<file path="src/flash_ctrl_pkg.sv">
package flash_ctrl_pkg;

  // register byte offsets
  localparam logic [11:0] OFF_OP_ADDRESS      = 12'h000;
  localparam logic [11:0] OFF_OP_DATA         = 12'h004;
  localparam logic [11:0] OFF_OP_CONTROL      = 12'h008;
  localparam logic [11:0] OFF_READ_PROTECT    = 12'h130;
  localparam logic [11:0] OFF_PROGRAM_PROTECT = 12'h134;
  localparam logic [11:0] OFF_TICK_RELOAD     = 12'h140;

  // field positions and widths
  localparam int unsigned KEY_LSB             = 16;
  localparam int unsigned KEY_W               = 16;
  localparam int unsigned BIT_WORD_WRITE      = 0;
  localparam int unsigned BIT_PAGE_ERASE      = 1;
  localparam int unsigned MASS_ERASE_BIT      = 2;
  localparam int unsigned PROTECTION_COMMIT_BIT = 3;
  localparam int unsigned OP_BITS_W           = 4;
  localparam int unsigned COMMIT_SEL_BIT      = 0;
  localparam int unsigned OFFSET_W            = 12;
  localparam int unsigned PROTECT_W           = 4;
  localparam int unsigned RELOAD_W            = 8;
  localparam int unsigned BLOCK_LSB           = 10;

  localparam logic [KEY_W-1:0] CONTROL_WRITE_KEY = 16'ha442;

  // values after reset
  localparam logic [PROTECT_W-1:0] PROTECT_RST = 4'hf;
  localparam logic [RELOAD_W-1:0]  RELOAD_RST  = 8'h13;
  localparam logic [OFFSET_W-1:0]  OFFSET_RST  = 12'h000;
  localparam logic [31:0]          DATA_RST    = 32'h0000_0000;

  // operation durations in microsecond ticks
  localparam int unsigned WORD_WRITE_TIME_US = 50;
  localparam int unsigned COMMIT_TIME_US     = 50;
  localparam int unsigned PAGE_ERASE_TIME_US = 25000;
  localparam int unsigned MASS_ERASE_TIME_US = 250000;
  localparam int unsigned US_CNT_W           = 18;

  typedef enum logic [1:0] {
    OP_WORD_WRITE,
    OP_PAGE_ERASE,
    OP_MASS_ERASE,
    OP_COMMIT
  } flash_op_t;

  typedef enum logic [1:0] {
    SEQ_IDLE,
    SEQ_PULSE,
    SEQ_FINISH
  } seq_state_t;

  // command toward the flash array
  typedef struct packed {
    logic                 active;
    flash_op_t            op;
    logic [OFFSET_W-1:0]  offset;
    logic [31:0]          data;
    logic [PROTECT_W-1:0] erase_mask;
  } flash_cmd_t;

  // write toward the nonvolatile protection copies
  typedef struct packed {
    logic                 strobe;
    logic                 sel_program;
    logic [PROTECT_W-1:0] value;
  } nv_commit_t;

endpackage

</file>
<file path="src/flash_program_erase_protect_ctrl.sv">
// What this block does
// - two protection registers, one bit per 1 KB block in bits 3:0
// - both protection registers load from nonvolatile copies at power-on reset
// - unprogrammed protection bits read one; field resets to all ones
// - software writes may only clear protection bits, never set them
// - uncommitted clears revert at power-on; committed clears persist
// - 8-bit tick reload in bits 7:0, reset value 0x13
// - address register holds 12-bit offset in bits 11:0
// - data register supplies program word, ignored on erase
// - valid control write starts operation at address register location
// - control write without key 0xA442 ignored; key field reads zero
// - writing zero leaves op bit; bit reads one while pending, self-clears
// - commit bit 3 stores selected protection register, up to 50 us
// - mass-erase bit 2 erases every block whose program bit is set, up to 250 ms
// - page-erase bit 1 erases addressed page, up to 25 ms
// - word-write bit 0 programs data word at address, up to 50 us
// - for commit, address bit 0 one picks program, zero picks read register
// - program or erase of a block with program bit cleared is blocked
// - data read of read-protected block refused and returns zeros; fetch allowed
`timescale 1ns/1ps
module flash_program_erase_protect_ctrl #(
  parameter int unsigned WORD_WRITE_US = flash_ctrl_pkg::WORD_WRITE_TIME_US,
  parameter int unsigned COMMIT_US     = flash_ctrl_pkg::COMMIT_TIME_US,
  parameter int unsigned PAGE_ERASE_US = flash_ctrl_pkg::PAGE_ERASE_TIME_US,
  parameter int unsigned MASS_ERASE_US = flash_ctrl_pkg::MASS_ERASE_TIME_US
) (
  input  wire logic                       pclk,
  input  wire logic                       presetn,
  input  wire logic                       psel,
  input  wire logic                       penable,
  input  wire logic                       pwrite,
  input  wire logic [11:0]                paddr,
  input  wire logic [31:0]                pwdata,
  output logic      [31:0]                prdata,
  output logic                            pready,
  output logic                            pslverr,
  input  wire logic [3:0]                 nv_read_protect,
  input  wire logic [3:0]                 nv_program_protect,
  output flash_ctrl_pkg::flash_cmd_t      flash_cmd,
  output flash_ctrl_pkg::nv_commit_t      nv_commit,
  input  wire logic                       rd_valid,
  input  wire logic                       rd_fetch,
  input  wire logic [11:0]                rd_offset,
  input  wire logic [31:0]                rd_array_data,
  output logic      [31:0]                rd_data,
  output logic                            rd_refused
);

  localparam int unsigned UW = flash_ctrl_pkg::US_CNT_W;

  logic [3:0]                  read_protect_ff;
  logic [3:0]                  program_protect_ff;
  logic                        loaded_ff;
  logic [7:0]                  reload_ff;
  logic [11:0]                 offset_ff;
  logic [31:0]                 data_ff;
  logic [3:0]                  op_bits_ff;
  flash_ctrl_pkg::seq_state_t  state_ff;
  logic [7:0]                  tick_cnt_ff;
  logic [UW-1:0]               us_left_ff;
  flash_ctrl_pkg::flash_cmd_t  flash_cmd_ff;
  flash_ctrl_pkg::nv_commit_t  nv_commit_ff;
  logic [31:0]                 prdata_ff;
  logic                        pready_ff;
  logic                        pslverr_ff;
  logic [31:0]                 rd_data_ff;
  logic                        rd_refused_ff;

  logic                        wr_fire;
  logic                        ctrl_wr;
  logic                        key_ok;
  logic                        start;
  flash_ctrl_pkg::flash_op_t   nxt_op;
  logic [3:0]                  nxt_op_bit;
  logic [UW-1:0]               nxt_us;
  logic                        target_locked;
  logic                        tick;
  logic                        mapped;
  logic [31:0]                 nxt_prdata;

  assign wr_fire = psel && penable && pready_ff && pwrite;
  assign ctrl_wr = wr_fire && (paddr == flash_ctrl_pkg::OFF_OP_CONTROL);
  assign key_ok  = pwdata[flash_ctrl_pkg::KEY_LSB +: flash_ctrl_pkg::KEY_W] == flash_ctrl_pkg::CONTROL_WRITE_KEY;
  // a zero bit starts nothing; further starts are ignored while one is pending
  assign start   = ctrl_wr && key_ok && (state_ff == flash_ctrl_pkg::SEQ_IDLE) && (|pwdata[3:0]);
  assign tick    = (state_ff == flash_ctrl_pkg::SEQ_PULSE) && (tick_cnt_ff == 8'h00);

  // several bits at once is a software error; commit takes precedence
  always_comb begin
    nxt_op     = flash_ctrl_pkg::OP_WORD_WRITE;
    nxt_op_bit = 4'h1;
    nxt_us     = UW'(WORD_WRITE_US);
    if (pwdata[flash_ctrl_pkg::PROTECTION_COMMIT_BIT]) begin
      nxt_op     = flash_ctrl_pkg::OP_COMMIT;
      nxt_op_bit = 4'h8;
      nxt_us     = UW'(COMMIT_US);
    end else if (pwdata[flash_ctrl_pkg::MASS_ERASE_BIT]) begin
      nxt_op     = flash_ctrl_pkg::OP_MASS_ERASE;
      nxt_op_bit = 4'h4;
      nxt_us     = UW'(MASS_ERASE_US);
    end else if (pwdata[flash_ctrl_pkg::BIT_PAGE_ERASE]) begin
      nxt_op     = flash_ctrl_pkg::OP_PAGE_ERASE;
      nxt_op_bit = 4'h2;
      nxt_us     = UW'(PAGE_ERASE_US);
    end
  end

  // word writes and page erases aimed at a locked block never reach the array
  assign target_locked = (nxt_op == flash_ctrl_pkg::OP_WORD_WRITE || nxt_op == flash_ctrl_pkg::OP_PAGE_ERASE)
                         && !program_protect_ff[offset_ff[flash_ctrl_pkg::BLOCK_LSB +: 2]];

  // protection bits: reset to open, then loaded once from the nonvolatile copy
  always_ff @(posedge pclk or negedge presetn) begin
    if (!presetn) begin
      read_protect_ff    <= flash_ctrl_pkg::PROTECT_RST;
      program_protect_ff <= flash_ctrl_pkg::PROTECT_RST;
      loaded_ff          <= 1'b0;
    end else if (!loaded_ff) begin
      read_protect_ff    <= nv_read_protect;
      program_protect_ff <= nv_program_protect;
      loaded_ff          <= 1'b1;
    end else if (wr_fire && paddr == flash_ctrl_pkg::OFF_READ_PROTECT) begin
      read_protect_ff    <= read_protect_ff & pwdata[3:0];
    end else if (wr_fire && paddr == flash_ctrl_pkg::OFF_PROGRAM_PROTECT) begin
      program_protect_ff <= program_protect_ff & pwdata[3:0];
    end
  end

  always_ff @(posedge pclk or negedge presetn) begin
    if (!presetn) begin
      reload_ff <= flash_ctrl_pkg::RELOAD_RST;
      offset_ff <= flash_ctrl_pkg::OFFSET_RST;
      data_ff   <= flash_ctrl_pkg::DATA_RST;
    end else if (wr_fire) begin
      if (paddr == flash_ctrl_pkg::OFF_TICK_RELOAD)
        reload_ff <= pwdata[7:0];
      if (paddr == flash_ctrl_pkg::OFF_OP_ADDRESS)
        offset_ff <= pwdata[11:0];
      if (paddr == flash_ctrl_pkg::OFF_OP_DATA)
        data_ff <= pwdata;
    end
  end

  // operation sequencer
  always_ff @(posedge pclk or negedge presetn) begin
    if (!presetn) begin
      state_ff   <= flash_ctrl_pkg::SEQ_IDLE;
      op_bits_ff <= 4'h0;
      us_left_ff <= '0;
    end else begin
      unique case (state_ff)
        flash_ctrl_pkg::SEQ_IDLE: begin
          if (start) begin
            op_bits_ff <= nxt_op_bit;
            us_left_ff <= nxt_us;
            state_ff   <= target_locked ? flash_ctrl_pkg::SEQ_FINISH : flash_ctrl_pkg::SEQ_PULSE;
          end
        end
        flash_ctrl_pkg::SEQ_PULSE: begin
          if (tick) begin
            us_left_ff <= us_left_ff - UW'(1);
            if (us_left_ff <= UW'(1))
              state_ff <= flash_ctrl_pkg::SEQ_FINISH;
          end
        end
        flash_ctrl_pkg::SEQ_FINISH: begin
          op_bits_ff <= 4'h0;
          state_ff   <= flash_ctrl_pkg::SEQ_IDLE;
        end
      endcase
    end
  end

  // reload+1 clock cycles per microsecond, restarting with every operation
  always_ff @(posedge pclk or negedge presetn) begin
    if (!presetn) begin
      tick_cnt_ff <= flash_ctrl_pkg::RELOAD_RST;
    end else if (state_ff != flash_ctrl_pkg::SEQ_PULSE || tick_cnt_ff == 8'h00) begin
      tick_cnt_ff <= reload_ff;
    end else begin
      tick_cnt_ff <= tick_cnt_ff - 8'h01;
    end
  end

  // array command stands for the whole timed pulse
  always_ff @(posedge pclk or negedge presetn) begin
    if (!presetn) begin
      flash_cmd_ff <= '0;
    end else if (state_ff == flash_ctrl_pkg::SEQ_IDLE && start && !target_locked) begin
      flash_cmd_ff.active     <= 1'b1;
      flash_cmd_ff.op         <= nxt_op;
      flash_cmd_ff.offset     <= offset_ff;
      flash_cmd_ff.data       <= data_ff;
      flash_cmd_ff.erase_mask <= program_protect_ff;
    end else if (tick && us_left_ff <= UW'(1)) begin
      flash_cmd_ff.active     <= 1'b0;
    end
  end

  // one-cycle strobe; the local copy already holds the cleared value
  always_ff @(posedge pclk or negedge presetn) begin
    if (!presetn) begin
      nv_commit_ff <= '0;
    end else begin
      nv_commit_ff.strobe <= start && nxt_op == flash_ctrl_pkg::OP_COMMIT;
      if (start && nxt_op == flash_ctrl_pkg::OP_COMMIT) begin
        nv_commit_ff.sel_program <= offset_ff[flash_ctrl_pkg::COMMIT_SEL_BIT];
        nv_commit_ff.value       <= offset_ff[flash_ctrl_pkg::COMMIT_SEL_BIT] ?
                                    program_protect_ff : read_protect_ff;
      end
    end
  end

  // data reads from the array, gated by read protection
  always_ff @(posedge pclk or negedge presetn) begin
    if (!presetn) begin
      rd_data_ff    <= 32'h0000_0000;
      rd_refused_ff <= 1'b0;
    end else if (rd_valid) begin
      if (rd_fetch || read_protect_ff[rd_offset[flash_ctrl_pkg::BLOCK_LSB +: 2]]) begin
        rd_data_ff    <= rd_array_data;
        rd_refused_ff <= 1'b0;
      end else begin
        rd_data_ff    <= 32'h0000_0000;
        rd_refused_ff <= 1'b1;
      end
    end else begin
      rd_refused_ff <= 1'b0;
    end
  end

  // apb: no wait states, read data captured in the setup cycle
  always_comb begin
    mapped     = 1'b1;
    nxt_prdata = 32'h0000_0000;
    unique case (paddr)
      flash_ctrl_pkg::OFF_OP_ADDRESS:      nxt_prdata = {20'h00000, offset_ff};
      flash_ctrl_pkg::OFF_OP_DATA:         nxt_prdata = data_ff;
      flash_ctrl_pkg::OFF_OP_CONTROL:      nxt_prdata = {28'h0000000, op_bits_ff};
      flash_ctrl_pkg::OFF_READ_PROTECT:    nxt_prdata = {28'h0000000, read_protect_ff};
      flash_ctrl_pkg::OFF_PROGRAM_PROTECT: nxt_prdata = {28'h0000000, program_protect_ff};
      flash_ctrl_pkg::OFF_TICK_RELOAD:     nxt_prdata = {24'h000000, reload_ff};
      default:                             mapped = 1'b0;
    endcase
  end

  always_ff @(posedge pclk or negedge presetn) begin
    if (!presetn) begin
      pready_ff  <= 1'b0;
      pslverr_ff <= 1'b0;
      prdata_ff  <= 32'h0000_0000;
    end else begin
      pready_ff  <= psel && !penable;
      pslverr_ff <= psel && !penable && !mapped;
      if (psel && !penable && !pwrite)
        prdata_ff <= nxt_prdata;
    end
  end

  assign prdata     = prdata_ff;
  assign pready     = pready_ff;
  assign pslverr    = pslverr_ff;
  assign flash_cmd  = flash_cmd_ff;
  assign nv_commit  = nv_commit_ff;
  assign rd_data    = rd_data_ff;
  assign rd_refused = rd_refused_ff;
endmodule

</file>
<file path="config.mk">
export PLATFORM = sky130hd
export DESIGN_NAME = flash_program_erase_protect_ctrl
export DESIGN_NICKNAME = d
export VERILOG_FILES = /design/src/flash_ctrl_pkg.sv /design/src/flash_program_erase_protect_ctrl.sv
export SDC_FILE = /design/constraint.sdc
export NUM_CORES = 1
export LEC_CHECK = 0
export ABC_AREA = 1
export BUFFER_PORTS_ARGS = -buffer_cell sky130_fd_sc_hd__buf_2
export CAP_MARGIN = 0
export CELL_PAD_IN_SITES_DETAIL_PLACEMENT = 1
export CELL_PAD_IN_SITES_GLOBAL_PLACEMENT = 1
export CORE_AREA = 5 5 158 160
export DETAILED_ROUTE_END_ITERATION = 16
export DIE_AREA = 0 0 163 165
export GPL_ROUTABILITY_DRIVEN = 0
export PLACE_DENSITY = 0.91
export SLEW_MARGIN = 10
export SYNTH_ARGS = -nofsm -noshare
export SYNTH_HDL_FRONTEND = slang
export SYNTH_SLANG_ARGS = --single-unit
</file>
<file path="constraint.sdc">
create_clock -name pclk -period 3 [get_ports pclk]
set_input_delay 0.3 -clock pclk [delete_from_list [all_inputs] [get_ports pclk]]
set_output_delay 0.3 -clock pclk [all_outputs]
set_load 0.02 [all_outputs]
</file>
==> metrics.cfg, run 1 <==
[status]
status=completed

[critical_path]
crit_start=state_ff[0]$_DFFE_PN0P_
slowest_stage=dfrtp_1
worst-setup-path-type=flip-flop to flip-flop
rr_worst_depth=10
r2r_end=flash_cmd[19]$_DFFE_PN0P_
crit_required_ps=3410
crit_path_max_incr_delay_ps=410
worstPathCellList=inv_1 -> ha_1 -> inv_2 -> nor2_1 -> nand3_1 -> or2_1 -> nor2_2 -> nand3_4 -> buf_12 -> o21ai_1
crit_end=flash_cmd[19]$_DFFE_PN0P_
reg2reg_slack_ps=410
start_kind=flip-flop
path_max_fanout=84
arrival_ps=3000
endpoint_kind=flip-flop
rr_startpoint=state_ff[0]$_DFFE_PN0P_

[routing]
route.detailed.drc=0
wl_um=32720
wire_per_inst_um=18.52
ant_nets=0
dr.pass1.iters=4
vias=9224
drt_iter0_drc=676
vias_per_cell=5.220

[sta]
fmax_mhz=386.5
fin_worst_skew_ps=15.53
timing.hold.ws_ps=14.80
maxSlewViolCount=0
setup_slack_ps=412.8
finalHoldViolCount=0
period_share_pct=86.24
rsz0062_at_grt=no
finalCriticalPeriod_ps=2587
slew_headroom_pct=34.51
tns_ps=0
setup_viol=0
tightestPinTransition_ps=981.2

[pwr]
p_per_area_nw_per_um2=554.8
p_switching_mw=1.849
switching_share_pct=27.05
power_frac_comb_pct=13.0
pwr-share-seq_pct=45.1
ir_drop_mv=0.4028
p_leak_nw=6.516
p_clk_share_pct=41.9
power_mw=6.835
internal_power_mw=4.986

[global_routing]
antenna_found_initial=1
grt_pass1_vias=10054
grt-ovfl-total=0
grt_max_degree=87
grtUsageTotal_pct=24.10
grt_pass1_wl_um=52740

[place]
pre_cts_ws_ps=494.0
dp_hpwl_um=22680
io_buffers=216

[synth]
synth_cell_types=39
syn_area_um2=9881
ys_async_sr_fraction_pct=100.0
ys_ff_latch=217
synth-edff-count=0
synthCells=1202
synth_ff_type=dfrtp_1
synth-seq-area-share_pct=55.13
syn_nets=1312
yosysWarnings=0
synth.avg_cell_area_um2=8.220

[clocking]
clkLatencyLatePin_ps=520
clockRootBuffer=clkbuf_16
cts_resized=0
htreeDepth=1
cts_tree=yes
cts_setup_buffers=0
path_clk_slew_ps=60
postCtsHoldBufs=24
clockBufferDepth=3
numCtsBuffers=24
cts.sinks=217

[layout]
nNetsFinal=1541
area_growth_pct=24.69
drive_above_1_share_pct=21.56

[worst_hold_path]
hp-class=primary input to flip-flop

[die]
io_pins=227
placementRows=56
start_util_pct=42.48
die_y_um=165
fp.dieW_um=163
die-area_um2=26900
core_area_um2=23260

[job]
drv_cap=0

-- Yosys cell counts (all sizes together) (2+ instances only) --
cell type	number	share of area [%]
nand2	394	15
dfrtp	203	51
o21ai	137	7.3
inv	121	4.6
nand3	106	5.6
nor2	93	3.8
clkbuf	29	1.1
buf	22	1.2
o31ai	20	1.5
a21oi	15	0.80
dfstp	14	3.7
o211ai	10	0.76
ha	7	0.89
nand4	4	0.25
o22ai	4	0.25
xnor2	4	0.35
xor2	4	0.35
nand3b	3	0.23
nor3	3	0.15
or2	2	0.13
-- critical path: cells and delay by family, from the launching register on --
kind,cells,cell delay [ps]
and+or+nand+nor,5,910
buffers and inverters,3,470
DFF,1,410
adders and majority gates,1,380
AOI/OAI and AO/OA,1,280
-- registers in the layout, indices dropped and copies added, names as in the netlist --
| name | count |
|---|---|
| flash_cmd | 51 |
| data_ff | 32 |
| prdata | 32 |
| rd_data | 32 |
| us_left_ff | 18 |
| offset_ff | 12 |
| reload_ff | 8 |
| tick_cnt_ff | 8 |
| nv_commit | 6 |
| op_bits_ff | 4 |
| program_protect_ff | 4 |
| read_protect_ff | 4 |
| state_ff | 2 |
| loaded_ff | 1 |
| pready | 1 |
| pslverr | 1 |
| rd_refused | 1 |
-- placed cells by master (no fill, tap or decap), drive strengths merged, types with 7 or more instances in the layout --
cell type	synthesis	final
o21ai	137	137
nand2	394	394
dfstp	14	14
nand3	106	106
buf	22	230
o31ai	20	20
a21oi	15	15
ha	7	7
nor2	93	93
dfrtp	203	203
inv	121	121
clkbuf	29	35
dlygate4sd3	0	24
o211ai	10	10
-- routing by layer --
metal	vias to the layer above	wire, µm	GRT usage (%)
met1	4544	13620	30.45
met3	64	2153	5.041
li1	4303	-	-
met5	-	15	0
met4	2	930	7.167
met2	311	16000	41.87
-- area by class of cell --
class	instances	area [µm²]
fillers	2832	10940
flip-flops and latches	217	5448
multi-input cells	812	3761
repair buffers	254	1486
clock buffers	35	691.9
inverters	122	457.9
well taps	319	399.1
clock inverters	7	73.82
diodes	1	2.502
-- through the flow --
step	cell area, µm²	std cells	util (%)
final	12320	1767	52.96
after CTS	12320	1766	52.95
after global routing	12320	1766	52.95
after detailed placement	11310	1700	48.63
after floorplan	9881	1202	-
after global placement	11310	1700	48.63
-- cells by family (layout without fill, tap and decap cells) --
logic type	after synthesis	count (layout)	share of synthesized area, %
simple gates	606	606	25.34
compound gates	190	190	10.95
fa+ha+maj	7	7	0.8864
flops	217	217	55.13
buf+inv	173	418	6.939
other cells	1	2	0.03795
xor+xnor	8	8	0.7091
-- power groups by stage --
stage                     registers (mW)  clock network, mW  logic [mW]
after floorplan                     3.18                  0       0.454
after global placement              3.13                  0       0.802
after detailed placement            3.13                  0       0.851
after CTS                           3.08               2.92       0.887
after global routing                3.09               3.04        1.01
final                               3.09               2.86       0.888
-- how the worst min path moves through the flow --
stage / cells past startpoint / to / start / slack, ps
final: 3 / rd_data[30]$_DFFE_PN0P_ / rd_array_data[30] / 10
after global routing: 3 / rd_data[13]$_DFFE_PN0P_ / rd_array_data[13] / 20
after CTS: 3 / rd_data[12]$_DFFE_PN0P_ / rd_array_data[12] / 2
after detailed placement: 1 / flash_cmd[29]$_DFFE_PN0P_ / presetn / 350
after global placement: 1 / prdata[28]$_DFFE_PN0P_ / presetn / 350
after floorplan: 0 / data_ff[0]$_DFFE_PN0P_ / presetn / 4
No activity file was read; power rests on OpenSTA's default activity.
==> inputs of run 2 (changes only) <==
--- a/config.mk
+++ b/config.mk
@@ -10,12 +10,14 @@
 export CAP_MARGIN = 0
 export CELL_PAD_IN_SITES_DETAIL_PLACEMENT = 1
 export CELL_PAD_IN_SITES_GLOBAL_PLACEMENT = 1
-export CORE_AREA = 5 5 158 160
+export CORE_AREA = 5 5 164 166
 export DETAILED_ROUTE_END_ITERATION = 16
-export DIE_AREA = 0 0 163 165
+export DIE_AREA = 0 0 169 171
 export GPL_ROUTABILITY_DRIVEN = 0
-export PLACE_DENSITY = 0.91
+export HOLD_SLACK_MARGIN = 0.03
+export PLACE_DENSITY = 0.85
 export SLEW_MARGIN = 10
 export SYNTH_ARGS = -nofsm -noshare
 export SYNTH_HDL_FRONTEND = slang
 export SYNTH_SLANG_ARGS = --single-unit
+export TNS_END_PERCENT = 10
==> constraint.sdc (replaced) <==
create_clock -name pclk -period 2.5 [get_ports pclk]
set_input_delay 0.25 -clock pclk [delete_from_list [all_inputs] [get_ports pclk]]
set_output_delay 0.25 -clock pclk [all_outputs]
set_load 0.02 [all_outputs]
==> run 2 against run 1 <==
Effect of this change: combinational power rose by 26%; die area rose by 7.5%; maximum frequency rose by 17%; critical path depth rose by 1; sequential cell count did not move; global-route usage fell by 0.98 points; cell area rose by 5.5%; via count rose by 2.1%; critical endpoint is now flash_cmd[44]$_DFFE_PN0P_; largest power group is now clock.
==> metrics.cfg, run 2 (synthesis results as in run 1) <==
[die]
die_y_um=171  ; +3.6%
fp.dieW_um=169  ; +3.7%
io_pins=227  ; unchanged
core_area_um2=25470  ; +9.5%
placementRows=59  ; +5.4%
start_util_pct=38.80  ; -3.7 points
die-area_um2=28900  ; +7.5%

[global_routing]
grtUsageTotal_pct=23.12  ; -0.98 points
antenna_found_initial=0  ; -1
grt_pass1_wl_um=54560  ; +3.5%
grt-ovfl-total=0  ; unchanged
grt_pass1_vias=10336  ; +2.8%
grt_max_degree=70  ; -20%

[layout]
final_common_cell=nand2_1
utilization_pct=51.05  ; -1.9 points
area_growth_pct=31.59
final_cell_mix=390 x nand2_1, 215 x buf_2, 203 x dfrtp_1, 114 x inv_1, 104 x nand3_1
drive_above_1_share_pct=21.88  ; +0.32 points
largest_reg_flops=51  ; unchanged
antennaDiodeCount=0  ; -1
nNetsFinal=1599  ; +3.8%

[pwr]
ir_drop_mv=0.5807  ; +44%
p_per_area_nw_per_um2=674.9  ; +22%
power_mw=8.776  ; +28%
p_leak_nw=6.826  ; +4.8%

[clocking]
clockBufferDepth=3  ; unchanged
path_clk_slew_ps=60  ; about the same
cts_setup_buffers=0  ; unchanged
clkLatencyLatePin_ps=540  ; +20 ps
numCtsBuffers=26  ; +8.3%
cts.sinks=217  ; unchanged
cts_tree=yes
htreeDepth=1  ; unchanged
clockRootBuffer=clkbuf_16

[routing]
dr.pass1.iters=5  ; +1
wire_per_inst_um=18.29  ; -1.2%
drt_iter0_drc=653  ; -3.4%
vias=9416  ; +2.1%
ant_nets=0  ; unchanged
top_layer=met4
vias_per_cell=5.109  ; -2.1%
wl_um=33710  ; +3.0%
wl_met1_um=13980  ; +2.6%
route.detailed.drc=0  ; unchanged
met2_wirelength_um=16790  ; +4.9%
wl_met3_um=2221  ; +3.2%

[sta]
slew_headroom_pct=35.99  ; +1.5 points
rsz0062_at_grt=no
period_share_pct=88.75  ; +2.5 points
setup_viol=0  ; unchanged
maxSlewViolCount=0  ; unchanged
fin_worst_skew_ps=16.48  ; +0.9458 ps
finalHoldViolCount=0  ; unchanged
tightestPinTransition_ps=959.2  ; -22.05 ps
finalCriticalPeriod_ps=2219  ; -368.4 ps
tns_ps=0  ; unchanged
fmax_mhz=450.7  ; +17%

[worst_hold_path]
hp-class=primary input to flip-flop
min_path_cells=3  ; unchanged

[critical_path]
start_kind=flip-flop
path_max_fanout=56  ; -33%
crit_required_ps=2910  ; -500 ps
rr_worst_depth=11  ; +1
arrival_ps=2630  ; -370 ps
endpoint_kind=flip-flop
worst-setup-path-type=flip-flop to flip-flop

[place]
dp_hpwl_um=21980  ; -3.1%
io_buffers=216  ; unchanged

[status]
status=completed

[job]
drv_cap=0  ; unchanged

run 2: changes by cell type in the layout (fill, tap and decap cells not counted), sizes merged:
cell	previous run	this run
dlygate4sd3	24	68
buf	230	242
bufinv	1	3
clkbuf	35	37
inv	121	123
clkinvlp	1	0
diode	1	0
run 2: critical path, stage by stage (launching register included):
cell	delay, ps
dfrtp_1	400
inv_1	90
ha_1	190
inv_2	30
nor2_1	80
nand3_1	100
or2_1	230
nor2_2	180
nand3_4	270
buf_12	290
nand2_1	110
o21ai_1	90
run 2: final timing paths:
path | endpoint | startpoint | slack, ps
min in group asynchronous | flash_cmd[30]$_DFFE_PN0P_ | presetn | 300
worst min-delay path | data_ff[11]$_DFFE_PN0P_ | pwdata[11] | 40
max in group asynchronous | tick_cnt_ff[4]$_DFF_PN1_ | presetn | 1470
worst max register to register | flash_cmd[44]$_DFFE_PN0P_ | state_ff[1]$_DFFE_PN0P_ | 280
worst max-delay path | flash_cmd[44]$_DFFE_PN0P_ | state_ff[1]$_DFFE_PN0P_ | 280
worst min register to register | prdata[0]$_DFFE_PN0P_ | prdata[0]$_DFFE_PN0P_ | 470
run 2: final cells by class:
| class | instances | area (µm²) |
|---|---|---|
| fillers | 3041 | 12470 |
| flip-flops and latches | 217 | 5448 |
| multi-input cells | 812 | 3761 |
| repair buffers | 310 | 2017 |
| clock buffers | 37 | 752.0 |
| inverters | 122 | 457.9 |
| well taps | 335 | 419.2 |
| clock inverters | 10 | 147.6 |
run 2: per-layer routing:
layer,GRT usage [%],up-vias
li1,-,4418
met1,28.39,4678
met2,41.36,265
met3,5.222,55
met4,5.880,0
met5,0,-
run 2: stage by stage:
| step | instances | setup slack (ps) | hold WS [ps] | instance area [µm²] |
|---|---|---|---|---|
| floorplan | 1202 | 647.3 | -45.59 | 9881 |
| global placement | 1728 | 459.2 | 255.7 | 11420 |
| detailed placement | 1728 | 333.6 | 255.1 | 11420 |
| CTS | 1843 | 259.3 | 30.57 | 13000 |
| global route | 1843 | 95.93 | 42.59 | 13000 |
| finish | 1843 | 281.2 | 42.26 | 13000 |
run 2: timing repair:
| action | CTS | global route |
|---|---|---|
| hold endpoints to repair | 136 | 0 |
| resized for setup | 0 | 0 |
| hold buffers | 68 | 0 |
run 2: power by group:
group	leakage [nW]	switching (mW)	internal [mW]
Sequential	2.84	0.0879	3.62
Clock	0.444	1.54	2.41
Combinational	3.54	0.723	0.395
